==> config.mk <==
export PLATFORM = sky130hd
export DESIGN_NAME = pc_peak_monitor_parity_mask
export DESIGN_NICKNAME = d
export VERILOG_FILES = /design/src/rtl/pc_peak_pkg.sv /design/src/rtl/pc_peak_monitor_parity_mask.sv /design/src/rtl/parity_mask_filter.sv
export SDC_FILE = /design/constraint.sdc
export NUM_CORES = 1
export LEC_CHECK = 0
export BUFFER_PORTS_ARGS = -buffer_cell sky130_fd_sc_hd__buf_4
export CAP_MARGIN = 20
export CELL_PAD_IN_SITES_DETAIL_PLACEMENT = 0
export CELL_PAD_IN_SITES_GLOBAL_PLACEMENT = 1
export CORE_ASPECT_RATIO = 0.6
export CORE_MARGIN = 10
export CORE_UTILIZATION = 41
export DETAILED_ROUTE_END_ITERATION = 8
export GPL_TIMING_DRIVEN = 0
export PLACE_DENSITY_LB_ADDON = 0.3
export SYNTH_ARGS = -nofsm -noshare
export SYNTH_HDL_FRONTEND = slang
export SYNTH_SLANG_ARGS = --single-unit
==> constraint.sdc <==
create_clock -name clk_i -period 5.2 [get_ports clk_i]
set_input_delay 1.04 -clock clk_i [delete_from_list [all_inputs] [get_ports clk_i]]
set_output_delay 1.04 -clock clk_i [all_outputs]
set_load 0.03 [all_outputs]
==> src/rtl/pc_peak_pkg.sv <==
// Constants, register map and carrier types of the peak monitor and parity mask bank.
package pc_peak_pkg;

  // ---------------------------------------------------------------------------
  // Widths
  // ---------------------------------------------------------------------------
  localparam int PC_W         = 24;
  localparam int DATA_W       = 16;
  localparam int ADDR_W       = 16;
  localparam int HIGH_W       = 8;
  localparam int SUB_PER_BANK = 5;
  localparam int BANKS        = 4;
  localparam int SUBS         = BANKS * SUB_PER_BANK;

  // ---------------------------------------------------------------------------
  // Register offsets
  // ---------------------------------------------------------------------------
  localparam logic [ADDR_W-1:0] PEAK_CLEAR_OFS     = 16'hF462;
  localparam logic [ADDR_W-1:0] FRAME_HIGH_OFS     = 16'hF463;
  localparam logic [ADDR_W-1:0] FRAME_LOW_OFS      = 16'hF464;
  localparam logic [ADDR_W-1:0] ALLTIME_HIGH_OFS   = 16'hF465;
  localparam logic [ADDR_W-1:0] ALLTIME_LOW_OFS    = 16'hF466;
  localparam logic [ADDR_W-1:0] BANKS_LO_MASK_OFS  = 16'hF467;
  localparam logic [ADDR_W-1:0] BANKS_HI_MASK_OFS  = 16'hF468;
  localparam logic [ADDR_W-1:0] IRQ_STATUS_OFS     = 16'hF470;
  localparam logic [ADDR_W-1:0] IRQ_ENABLE_OFS     = 16'hF471;

  // ---------------------------------------------------------------------------
  // Fields and reset values
  // ---------------------------------------------------------------------------
  localparam int                CLEAR_BIT      = 0;
  localparam int                LOWER_BANK_LSB = 0;
  localparam int                UPPER_BANK_LSB = 8;
  localparam logic [DATA_W-1:0] MASK_FIELDS    = 16'h1F1F;
  localparam logic [DATA_W-1:0] RESET_VALUE    = 16'h0000;

  // Interrupt event bits.
  localparam int EV_W      = 3;
  localparam int EV_PEAK   = 0;
  localparam int EV_PARITY = 1;
  localparam int EV_FRAME  = 2;

  // Register port request carried as one bundle.
  typedef struct packed {
    logic [ADDR_W-1:0] addr;
    logic [DATA_W-1:0] wdata;
    logic              wr;
    logic              rd;
  } reg_req_t;

  // Spread two mask registers over the flat subbank vector, bank-major.
  function automatic logic [SUBS-1:0] ignore_vector(input logic [DATA_W-1:0] lo,
                                                    input logic [DATA_W-1:0] hi);
    logic [SUBS-1:0] v;
    v = {hi[UPPER_BANK_LSB +: SUB_PER_BANK], hi[LOWER_BANK_LSB +: SUB_PER_BANK],
         lo[UPPER_BANK_LSB +: SUB_PER_BANK], lo[LOWER_BANK_LSB +: SUB_PER_BANK]};
    return v;
  endfunction : ignore_vector

endpackage : pc_peak_pkg

==> src/rtl/pc_peak_monitor_parity_mask.sv <==
// Program counter peak monitor and data memory zero parity mask registers.
`timescale 1ns/1ps
module pc_peak_monitor_parity_mask #(
  parameter int PC_W = pc_peak_pkg::PC_W,
  parameter int SUBS = pc_peak_pkg::SUBS
) (
  // Clock and reset.
  input  wire logic                           clk_i,
  input  wire logic                           sys_rst_i,
  // Register port.
  input  wire pc_peak_pkg::reg_req_t          reg_req_i,
  output logic [pc_peak_pkg::DATA_W-1:0]      rd_data_o,
  // Core program counter and frame or block boundary.
  input  wire logic [PC_W-1:0]                pc_value_i,
  input  wire logic                           frame_start_i,
  output logic                                pc_clear_o,
  // Parity errors in and panic reports out.
  input  wire logic [SUBS-1:0]                parity_err_i,
  output logic [SUBS-1:0]                     parity_panic_o,
  // Interrupt.
  output logic                                irq_o
);

  // ---------------------------------------------------------------------------
  // Helpers
  // ---------------------------------------------------------------------------
  function automatic logic [PC_W-1:0] max_pc(input logic [PC_W-1:0] a,
                                             input logic [PC_W-1:0] b);
    return (a > b) ? a : b;
  endfunction : max_pc

  localparam int LOW_W = pc_peak_pkg::DATA_W;

  // ---------------------------------------------------------------------------
  // State
  // ---------------------------------------------------------------------------
  logic                                  clear_bit;
  logic [PC_W-1:0]                       running_peak;
  logic [PC_W-1:0]                       frame_peak;
  logic [PC_W-1:0]                       alltime_peak;
  logic [pc_peak_pkg::DATA_W-1:0]        banks_lo_ignore;
  logic [pc_peak_pkg::DATA_W-1:0]        banks_hi_ignore;
  logic [pc_peak_pkg::EV_W-1:0]          irq_status;
  logic [pc_peak_pkg::EV_W-1:0]          irq_enable;
  logic [pc_peak_pkg::EV_W-1:0]          next_irq_status;
  logic [pc_peak_pkg::EV_W-1:0]          next_irq_enable;
  logic [pc_peak_pkg::EV_W-1:0]          events;
  logic [pc_peak_pkg::DATA_W-1:0]        next_rd_data;
  logic [PC_W-1:0]                       boundary_peak;
  logic                                  parity_any;
  logic                                  wr_en;
  logic                                  rd_en;
  logic [pc_peak_pkg::ADDR_W-1:0]        addr;
  logic [pc_peak_pkg::DATA_W-1:0]        wdata;
  logic [SUBS-1:0]                       ignore_all;

  assign wr_en = reg_req_i.wr;
  assign rd_en = reg_req_i.rd;
  assign addr  = reg_req_i.addr;
  assign wdata = reg_req_i.wdata;

  // Peak at the boundary cycle includes the value the core shows in that cycle.
  assign boundary_peak = max_pc(running_peak, pc_value_i);

  // Flat ignore vector, one bit for each bank and subbank pair.
  assign ignore_all = pc_peak_pkg::ignore_vector(banks_lo_ignore, banks_hi_ignore);

  // ---------------------------------------------------------------------------
  // Clear control
  // ---------------------------------------------------------------------------
  // The bit is a level: while it is set the core counter and all trackers hold
  // zero, so a set-then-clear sequence restarts maximum tracking.
  always_ff @(posedge clk_i) begin
    if (sys_rst_i) begin
      clear_bit <= 1'b0;
    end else if (wr_en && addr == pc_peak_pkg::PEAK_CLEAR_OFS) begin
      clear_bit <= wdata[pc_peak_pkg::CLEAR_BIT];
    end
  end

  // Drives the core counter clear and freeze straight from the register.
  always_ff @(posedge clk_i) begin
    if (sys_rst_i) begin
      pc_clear_o <= 1'b0;
    end else if (wr_en && addr == pc_peak_pkg::PEAK_CLEAR_OFS) begin
      pc_clear_o <= wdata[pc_peak_pkg::CLEAR_BIT];
    end
  end

  // ---------------------------------------------------------------------------
  // Peak tracking
  // ---------------------------------------------------------------------------
  // Running peak restarts from the boundary cycle's counter value.
  always_ff @(posedge clk_i) begin
    if (sys_rst_i || clear_bit) begin
      running_peak <= '0;
    end else if (frame_start_i) begin
      running_peak <= pc_value_i;
    end else begin
      running_peak <= boundary_peak;
    end
  end

  // Frame peak only changes at a boundary or a clear, so software sees a stable value.
  always_ff @(posedge clk_i) begin
    if (sys_rst_i || clear_bit) begin
      frame_peak <= '0;
    end else if (frame_start_i) begin
      frame_peak <= boundary_peak;
    end
  end

  // All-time peak only ever rises until software clears it.
  always_ff @(posedge clk_i) begin
    if (sys_rst_i || clear_bit) begin
      alltime_peak <= '0;
    end else if (frame_start_i) begin
      alltime_peak <= max_pc(alltime_peak, boundary_peak);
    end
  end

  // ---------------------------------------------------------------------------
  // Parity ignore registers
  // ---------------------------------------------------------------------------
  // Reserved bits are not stored and read back as zero.
  always_ff @(posedge clk_i) begin
    if (sys_rst_i) begin
      banks_lo_ignore <= pc_peak_pkg::RESET_VALUE;
    end else if (wr_en && addr == pc_peak_pkg::BANKS_LO_MASK_OFS) begin
      banks_lo_ignore <= wdata & pc_peak_pkg::MASK_FIELDS;
    end
  end

  // Banks 3 and 2 share the second register, with the same layout.
  always_ff @(posedge clk_i) begin
    if (sys_rst_i) begin
      banks_hi_ignore <= pc_peak_pkg::RESET_VALUE;
    end else if (wr_en && addr == pc_peak_pkg::BANKS_HI_MASK_OFS) begin
      banks_hi_ignore <= wdata & pc_peak_pkg::MASK_FIELDS;
    end
  end

  // Filter stage between the memories and the panic logic.
  parity_mask_filter #(
    .SUBS (SUBS)
  ) i_parity_mask_filter (
    .clk_i     (clk_i),
    .sys_rst_i (sys_rst_i),
    .err_i     (parity_err_i),
    .ignore_i  (ignore_all),
    .panic_o   (parity_panic_o),
    .any_o     (parity_any)
  );

  // ---------------------------------------------------------------------------
  // Interrupt status and enable
  // ---------------------------------------------------------------------------
  // A new all-time peak, a forwarded parity error and a boundary are events.
  always_comb begin
    events                        = '0;
    events[pc_peak_pkg::EV_PEAK]   = frame_start_i && !clear_bit &&
                                     (boundary_peak > alltime_peak);
    events[pc_peak_pkg::EV_PARITY] = parity_any;
    events[pc_peak_pkg::EV_FRAME]  = frame_start_i;
  end

  // Reading status clears it, but an event in the same cycle still wins.
  always_comb begin
    next_irq_status = irq_status;
    if (rd_en && addr == pc_peak_pkg::IRQ_STATUS_OFS) begin
      next_irq_status = '0;
    end
    next_irq_status = next_irq_status | events;
  end

  // A set enable bit lets the matching status bit drive the interrupt.
  always_comb begin
    next_irq_enable = irq_enable;
    if (wr_en && addr == pc_peak_pkg::IRQ_ENABLE_OFS) begin
      next_irq_enable = wdata[pc_peak_pkg::EV_W-1:0];
    end
  end

  // Status and enable registers.
  always_ff @(posedge clk_i) begin
    if (sys_rst_i) begin
      irq_status <= '0;
      irq_enable <= '0;
    end else begin
      irq_status <= next_irq_status;
      irq_enable <= next_irq_enable;
    end
  end

  // Computed from next values so the level tracks status and enable exactly.
  always_ff @(posedge clk_i) begin
    if (sys_rst_i) begin
      irq_o <= 1'b0;
    end else begin
      irq_o <= |(next_irq_status & next_irq_enable);
    end
  end

  // ---------------------------------------------------------------------------
  // Read path
  // ---------------------------------------------------------------------------
  // Unmapped addresses and idle cycles return zero.
  always_comb begin
    next_rd_data = '0;
    if (rd_en) begin
      case (addr)
        pc_peak_pkg::PEAK_CLEAR_OFS:    next_rd_data[pc_peak_pkg::CLEAR_BIT] = clear_bit;
        pc_peak_pkg::FRAME_HIGH_OFS:
          next_rd_data[pc_peak_pkg::HIGH_W-1:0] = frame_peak[PC_W-1:LOW_W];
        pc_peak_pkg::FRAME_LOW_OFS:     next_rd_data = frame_peak[LOW_W-1:0];
        pc_peak_pkg::ALLTIME_HIGH_OFS:
          next_rd_data[pc_peak_pkg::HIGH_W-1:0] = alltime_peak[PC_W-1:LOW_W];
        pc_peak_pkg::ALLTIME_LOW_OFS:   next_rd_data = alltime_peak[LOW_W-1:0];
        pc_peak_pkg::BANKS_LO_MASK_OFS: next_rd_data = banks_lo_ignore;
        pc_peak_pkg::BANKS_HI_MASK_OFS: next_rd_data = banks_hi_ignore;
        pc_peak_pkg::IRQ_STATUS_OFS:    next_rd_data[pc_peak_pkg::EV_W-1:0] = irq_status;
        pc_peak_pkg::IRQ_ENABLE_OFS:    next_rd_data[pc_peak_pkg::EV_W-1:0] = irq_enable;
        default:                        next_rd_data = '0;
      endcase
    end
  end

  // Read data stand for exactly one cycle, since idle cycles load zero.
  always_ff @(posedge clk_i) begin
    if (sys_rst_i) begin
      rd_data_o <= '0;
    end else begin
      rd_data_o <= next_rd_data;
    end
  end
endmodule : pc_peak_monitor_parity_mask

==> src/rtl/parity_mask_filter.sv <==
// Registered parity error filter that drops errors of ignored subbanks.
`timescale 1ns/1ps
module parity_mask_filter #(
  parameter int SUBS = pc_peak_pkg::SUBS
) (
  // Clock and reset.
  input  wire logic            clk_i,
  input  wire logic            sys_rst_i,
  // Raw errors and ignore bits.
  input  wire logic [SUBS-1:0] err_i,
  input  wire logic [SUBS-1:0] ignore_i,
  // Filtered errors.
  output logic      [SUBS-1:0] panic_o,
  output logic                 any_o
);

  // ---------------------------------------------------------------------------
  // Filter
  // ---------------------------------------------------------------------------
  // A register stage keeps the panic path off the register-port decode timing.
  always_ff @(posedge clk_i) begin
    if (sys_rst_i) begin
      panic_o <= '0;
      any_o   <= 1'b0;
    end else begin
      panic_o <= err_i & ~ignore_i;
      any_o   <= |(err_i & ~ignore_i);
    end
  end
endmodule : parity_mask_filter

# Word-level counts from Yosys, hierarchy flattened
# Index checks and enable logic that the tools add are counted.
[op_classes]
order_cmp = 3
muxes = 8
mul = 0
n_addsub = 0
reduce_logical = 13
div_mod_pow = 0
bitwise = 6
eq_ne = 9
n_shift = 0
[ops]
columns = ["cell", "count"]
rows = [
  ["== test 16 bit, second input constant", 9],
  ["greater-than comparator 24 bit", 3],
  ["two-way mux 24 bit", 2],
  ["case mux 8 bit (4 select lines)", 1],
  ["case mux 5 bit (6 select lines)", 1],
  ["bitwise AND 20 bit", 1],
  ["inverter 20 bit", 1],
  ["OR reduction 20 bit", 1],
  ["case mux 2 bit (8 select lines)", 1],
  ["case mux 1 bit (9 select lines)", 1],
  ["logical AND 1 bit", 7],
  ["two-way mux 3 bit", 2],
  ["bitwise AND 3 bit", 1],
  ["bitwise OR 3 bit", 1],
  ["OR reduction 3 bit", 1],
  ["inverter 1 bit", 2],
  ["AND reduction 2 bit", 1],
  ["OR reduction 2 bit", 1],
  ["zero test 1 bit", 1],
  ["logical OR 1 bit", 1],
]
[totals]
wordCells = 51
ramBits = 0
ff_bits = 137
inputBits = 81
output_inout_bits = 38
mem_bits_ro = 0
latch_bits = 0
memories = 0

# Longest topological paths before layout
[depth]
depth_word = 7
depth_mapped = 20
depth_no_buf = 17

# Modules after synthesis
# A second synthesis with hierarchy kept.
[hier_totals]
cells_unflattened = 734
area_unflattened_um2 = 6607.6
[by_module_without_submodules]
columns = ["module", "area_per_inst_um2", "cells_per_inst", "seq_area_each_um2", "instances"]
rows = [
  ["pc_peak_monitor_parity_mask", 5896.9, 663, 2322.2, 1],
  ["parity_mask_filter", 710.7, 71, 420.4, 1],
]

# Worst setup path after synthesis
# OpenSTA, ideal clock, no wires.
[synth_timing]
kind = "input -> register"
start = "in pc_value_i[19]"
end = "reg alltime_peak[10]"
stages = 19
n_path_buf = 4
setup_time_ns = 0.123
arrival_ns = 4.579
slack_ns = 0.498
t_required_ns = 5.077
path_cell_list = "inv_1 -> ha_1 -> and4_1 -> nand4_1 -> o221ai_1 -> a2111o_1 -> and2_1 -> clkbuf_1 -> buf_2 -> nand2_1 -> nand2_1 -> ha_1 -> nand4_1 -> nor4_1 -> o311ai_0 -> a31oi_1 -> clkbuf_1 -> buf_2 -> a31oi_1"
[synth_via]
elab_chain_cells = 5
[synth_rtl]
columns = ["item", "line", "text"]
rows = [
  ["start: declaration", "pc_peak_monitor_parity_mask.sv:14", "input wire logic [PC_W-1:0] pc_value_i,"],
  ["greater-than comparator 24 bit", "pc_peak_monitor_parity_mask.sv:29", "return (a > b) ? a : b;"],
  ["two-way mux 24 bit", "pc_peak_monitor_parity_mask.sv:29", ""],
  ["named net boundary_peak[23]", "pc_peak_monitor_parity_mask.sv:49", "logic [PC_W-1:0] boundary_peak;"],
  ["greater-than comparator 24 bit", "pc_peak_monitor_parity_mask.sv:29", ""],
  ["inverter 1 bit (no line)", "--", ""],
  ["AND reduction 2 bit (no line)", "--", ""],
  ["end signal: assignment", "pc_peak_monitor_parity_mask.sv:118", "alltime_peak <= max_pc(alltime_peak, boundary_peak);"],
  ["end: declaration", "pc_peak_monitor_parity_mask.sv:40", "logic [PC_W-1:0] alltime_peak;"],
]
# The timed path passes the listed nets, and every way through them passes these cells.
# A chain may end at the register's enable or synchronous reset.

# Final worst setup path
[layout_timing]
start = "in pc_value_i[19]"
end = "reg alltime_peak[21]"
[layout_via]
elab_chain_cells = 5
[layout_rtl]
columns = ["item", "line"]
rows = [
  ["greater-than comparator 24 bit", "pc_peak_monitor_parity_mask.sv:29"],
  ["two-way mux 24 bit (*)", "pc_peak_monitor_parity_mask.sv:29"],
  ["named net boundary_peak[19]", "pc_peak_monitor_parity_mask.sv:49"],
  ["greater-than comparator 24 bit (*)", "pc_peak_monitor_parity_mask.sv:29"],
  ["inverter 1 bit (no line) (*)", "--"],
  ["AND reduction 2 bit (no line) (*)", "--"],
]
# The timed path passes the listed nets; every way through them passes the cells marked *.

==> results.md <==
* Status: complete, no violations
* Startpoint type of the worst setup path: primary input
* Site Rows at 35
* First-pass DRT Iterations at 6
* Global placer's final weighted congestion at 0.918
* N_diodes at 0
* Arrival @ worst endpoint at 5310 ps
* Die H at 119 µm
* Most frequent CP cell: buf_4
* Clk sink count at 137
* Top delay family on crit path: compound AO/OA/AOI/OAI gates
* MaxCap Viol Count at 0
* Layout cells sized above 1 at 18.6%
* CTS Buf Count at 17
* Critical Path Sink Type: register
* Max H-tree Level at 4
* Pre-CTS setup slack at -1360 ps
* Post-layout util at 53.9%
* Hold WC Path Type: register to register
* Synthesized instance count at 816
* Clk slew on worst S/H paths at 60 ps
* Vias in the first global route at 6235
* DRC violations left at 0
* FMAX at 202 MHz
* Mean Syn Cell Area at 8.16 µm²
* Unrepaired setup endpoints after global routing: false
* Register bit total from synthesis at 137
* Synth Net Count at 945
* Final setup viols at 0
* CTS root buf: clkbuf_16
* Buffers added on ports at 110
* Max_slew headroom at 36.9%
* Final setup skew at 10.0 ps
* Worst path slowest cell: a2111o_1
* P_leak at 3.61 nW
* Area of the multi-input gates at 0.00358 mm²
* Post-synth EDFFs at 0
* R2R Setup Slk at 660 ps
* Share of the synthesized area in the top cell type at 41.2%
* CP Max Fanout at 10
* # fillers at 1512
* PwrDens at 349 mW/mm²
* First-pass GRT wire length at 35500 µm
* Setup_tns at 0 ps
* Worst vdd ir at 0.000257 V
* Prevailing post-synth register cell: dfxtp_1
* Power Total at 2.94 mW
* Die area at 0.0219 mm²
* Skew-Pair Late Insertion Delay at 430 ps
* Final-report max-slew violation count at 0
* TritonCTS clock tree: built
* Initial antenna violation count at 0
* Die X at 184 µm
* Worst-margin pin slew at 947 ps
* DRT iter0 DRCs at 812
* Total gr overflow at 0
* Drt total wl at 22800 µm
* Synth unique cells at 50
* Via Count at 6568
* Asr flop ratio synth at 0%
* CP required at 5550 ps
* DR WL/cell at 19.6 µm
* IO Pins at 119
* Crit path kind: primary input to register
* Area Growth Syn to Fin at 26.6%
* Yosys warns at 0
* Synth area leaders: dfxtp_1, ha_1, nand2_1
* Final nets at 1079
* Share of the yosys chip area belonging to registers at 41.2%
* Storage element area at 0.00274 mm²
* Largest net degree at the start of global routing at 17
* Post-DRT Antenna Nets at 0
* Synth area leader: dfxtp_1
* PnR worst setup slack at 240 ps
* Post-layout min period at 4960 ps
* Gr usage total at 20.7%
* Worst path max stage delay at 430 ps
* Syn Std Cell Area at 0.00666 mm²
* Clk buf depth at 2
* Final hold vios at 0
* Tcrit/Tclk final at 95.4%
* Area of the core at 0.0156 mm²
* Initial core utilization at 42.6%
* Critical path, cell by cell: buf_4 > inv_1 > ha_1 > and4_1 > nand4_1 > buf_4 > o221ai_1 > a2111o_1 > and2_1 > clkbuf_1 > buf_2 > nand2_1 > nand2_1 > ha_1 > nand4_1 > nor4_4 > buf_4 > o311ai_4 > a31oi_4 > clkbuf_2 > o21ai_0 > a31oi_1
* Via/cell ratio at 5.63
* Post-detail-place hpwl at 18000 µm
* Hold-fix buffers, CTS at 0
* Bufs and invs on worst path at 7
[what timing repair did]
action	4_1_cts	5_1_grt
resized for setup	9	15
pin swaps	3	2
setup buffers	2	2
setup endpoints to repair	26	26
cloned	0	1
[final timing paths]
check / depth (start not counted) / from / end
setup / recovery: 22 / pc_value_i[19] / alltime_peak[21]
hold / removal: 2 / running_peak[13] / running_peak[13]
setup reg to reg: 20 / running_peak[19] / alltime_peak[21]
hold reg to reg: 2 / running_peak[13] / running_peak[13]
[cells by family (layout without fill, tap and decap cells)]
family	after synthesis	in the layout	share of synthesized area [%]
simple gates	284	284	19.9
compound gates	221	221	19.5
flops	137	137	41.2
buf+inv	103	250	6.11
fa+ha+maj	48	48	9.02
mux	23	23	4.27
[per-stage QoR]
stage                     cell area, µm²  instances  hold WS [ps]
after floorplan                     6660        816           442
after global routing                8430       1166           505
final                               8430       1166           479
after global placement              7740       1129           469
after CTS                           8350       1163           482
after detailed placement            7740       1129           473
[registers in the layout, summed over array words and instances (netlist names)]
signal and count:
alltime_peak 24, frame_peak 24, running_peak 24, i_parity_mask_filter.panic_o 20
rd_data_o 16, banks_hi_ignore 10, banks_lo_ignore 10, irq_enable 3
irq_status 3, i_parity_mask_filter.any_o 1, irq_o 1, pc_clear_o 1
[worst reg2reg max path, delay by kind of cell (launching register included)]
family | cells | cell delay (ps)
compound gates | 6 | 1270
fa+ha+maj | 2 | 630
buf+inv | 5 | 1010
flops | 1 | 330
simple gates | 7 | 1230
[cell usage in the layout, fill, tap and decap left out, types with 5 or more instances in the layout]
master,n
ha_1,48
nor2_1,46
clkinvlp_4,5
a221oi_1,6
inv_1,56
buf_4,115
a21oi_1,44
nand2b_1,13
nand4_1,11
nand2_1,131
a222oi_1,5
clkbuf_16,17
o21ai_0,88
buf_2,8
buf_1,6
dfxtp_1,137
nand3_1,42
clkbuf_1,27
a31oi_1,50
nor2b_1,13
a21o_1,5
mux2i_1,16
nor3_1,5
[power breakdown]
group          leakage, nW  internal, mW  switching [mW]
registers             1.13          1.13          0.0633
logic                 2.22         0.228           0.347
clock network        0.262         0.674           0.501
total                 3.61          2.03           0.911
[Yosys cell counts, types with 2 or more instances]
master     number
nand4bb_1       2
nor2_1         46
and2_1          3
nand2b_1       13
a22oi_1         4
ha_1           48
a21boi_0        2
a21oi_1        44
buf_2          10
nor3b_1         2
a31oi_1        51
and3_1          2
a21o_1          5
and4_1          3
nand4_1        11
buf_1           6
inv_1          56
nand3_1        42
nand2_1       131
mux2i_1        16
clkbuf_1       30
mux4_2          4
o21ai_0        88
nor2b_1        13
o211ai_1        4
a222oi_1        5
dfxtp_1       137
nor4_1          4
nor3_1          5
a221oi_1        7
mux2_2          3
[layer usage]
layer / track usage [%] / vias up / wire length, µm
li1: - / 3168 / -
met1: 31.9 / 3104 / 11600
met2: 27.1 / 277 / 8810
met3: 5.69 / 19 / 2270
met4: 4.33 / 0 / 172
met5: 0 / - / 0
[area by class of cell]
type	count	area share [%]
Sequential cell	137	32.5
Timing Repair Buffer	115	10.3
Multi-Input combinational cell	576	42.5
Clock inverter	13	1.44
Inverter	56	2.49
Buffer	47	2.51
Tap cell	203	3.01
Clock buffer	19	5.26
No activity file was read; power rests on OpenSTA's default activity.
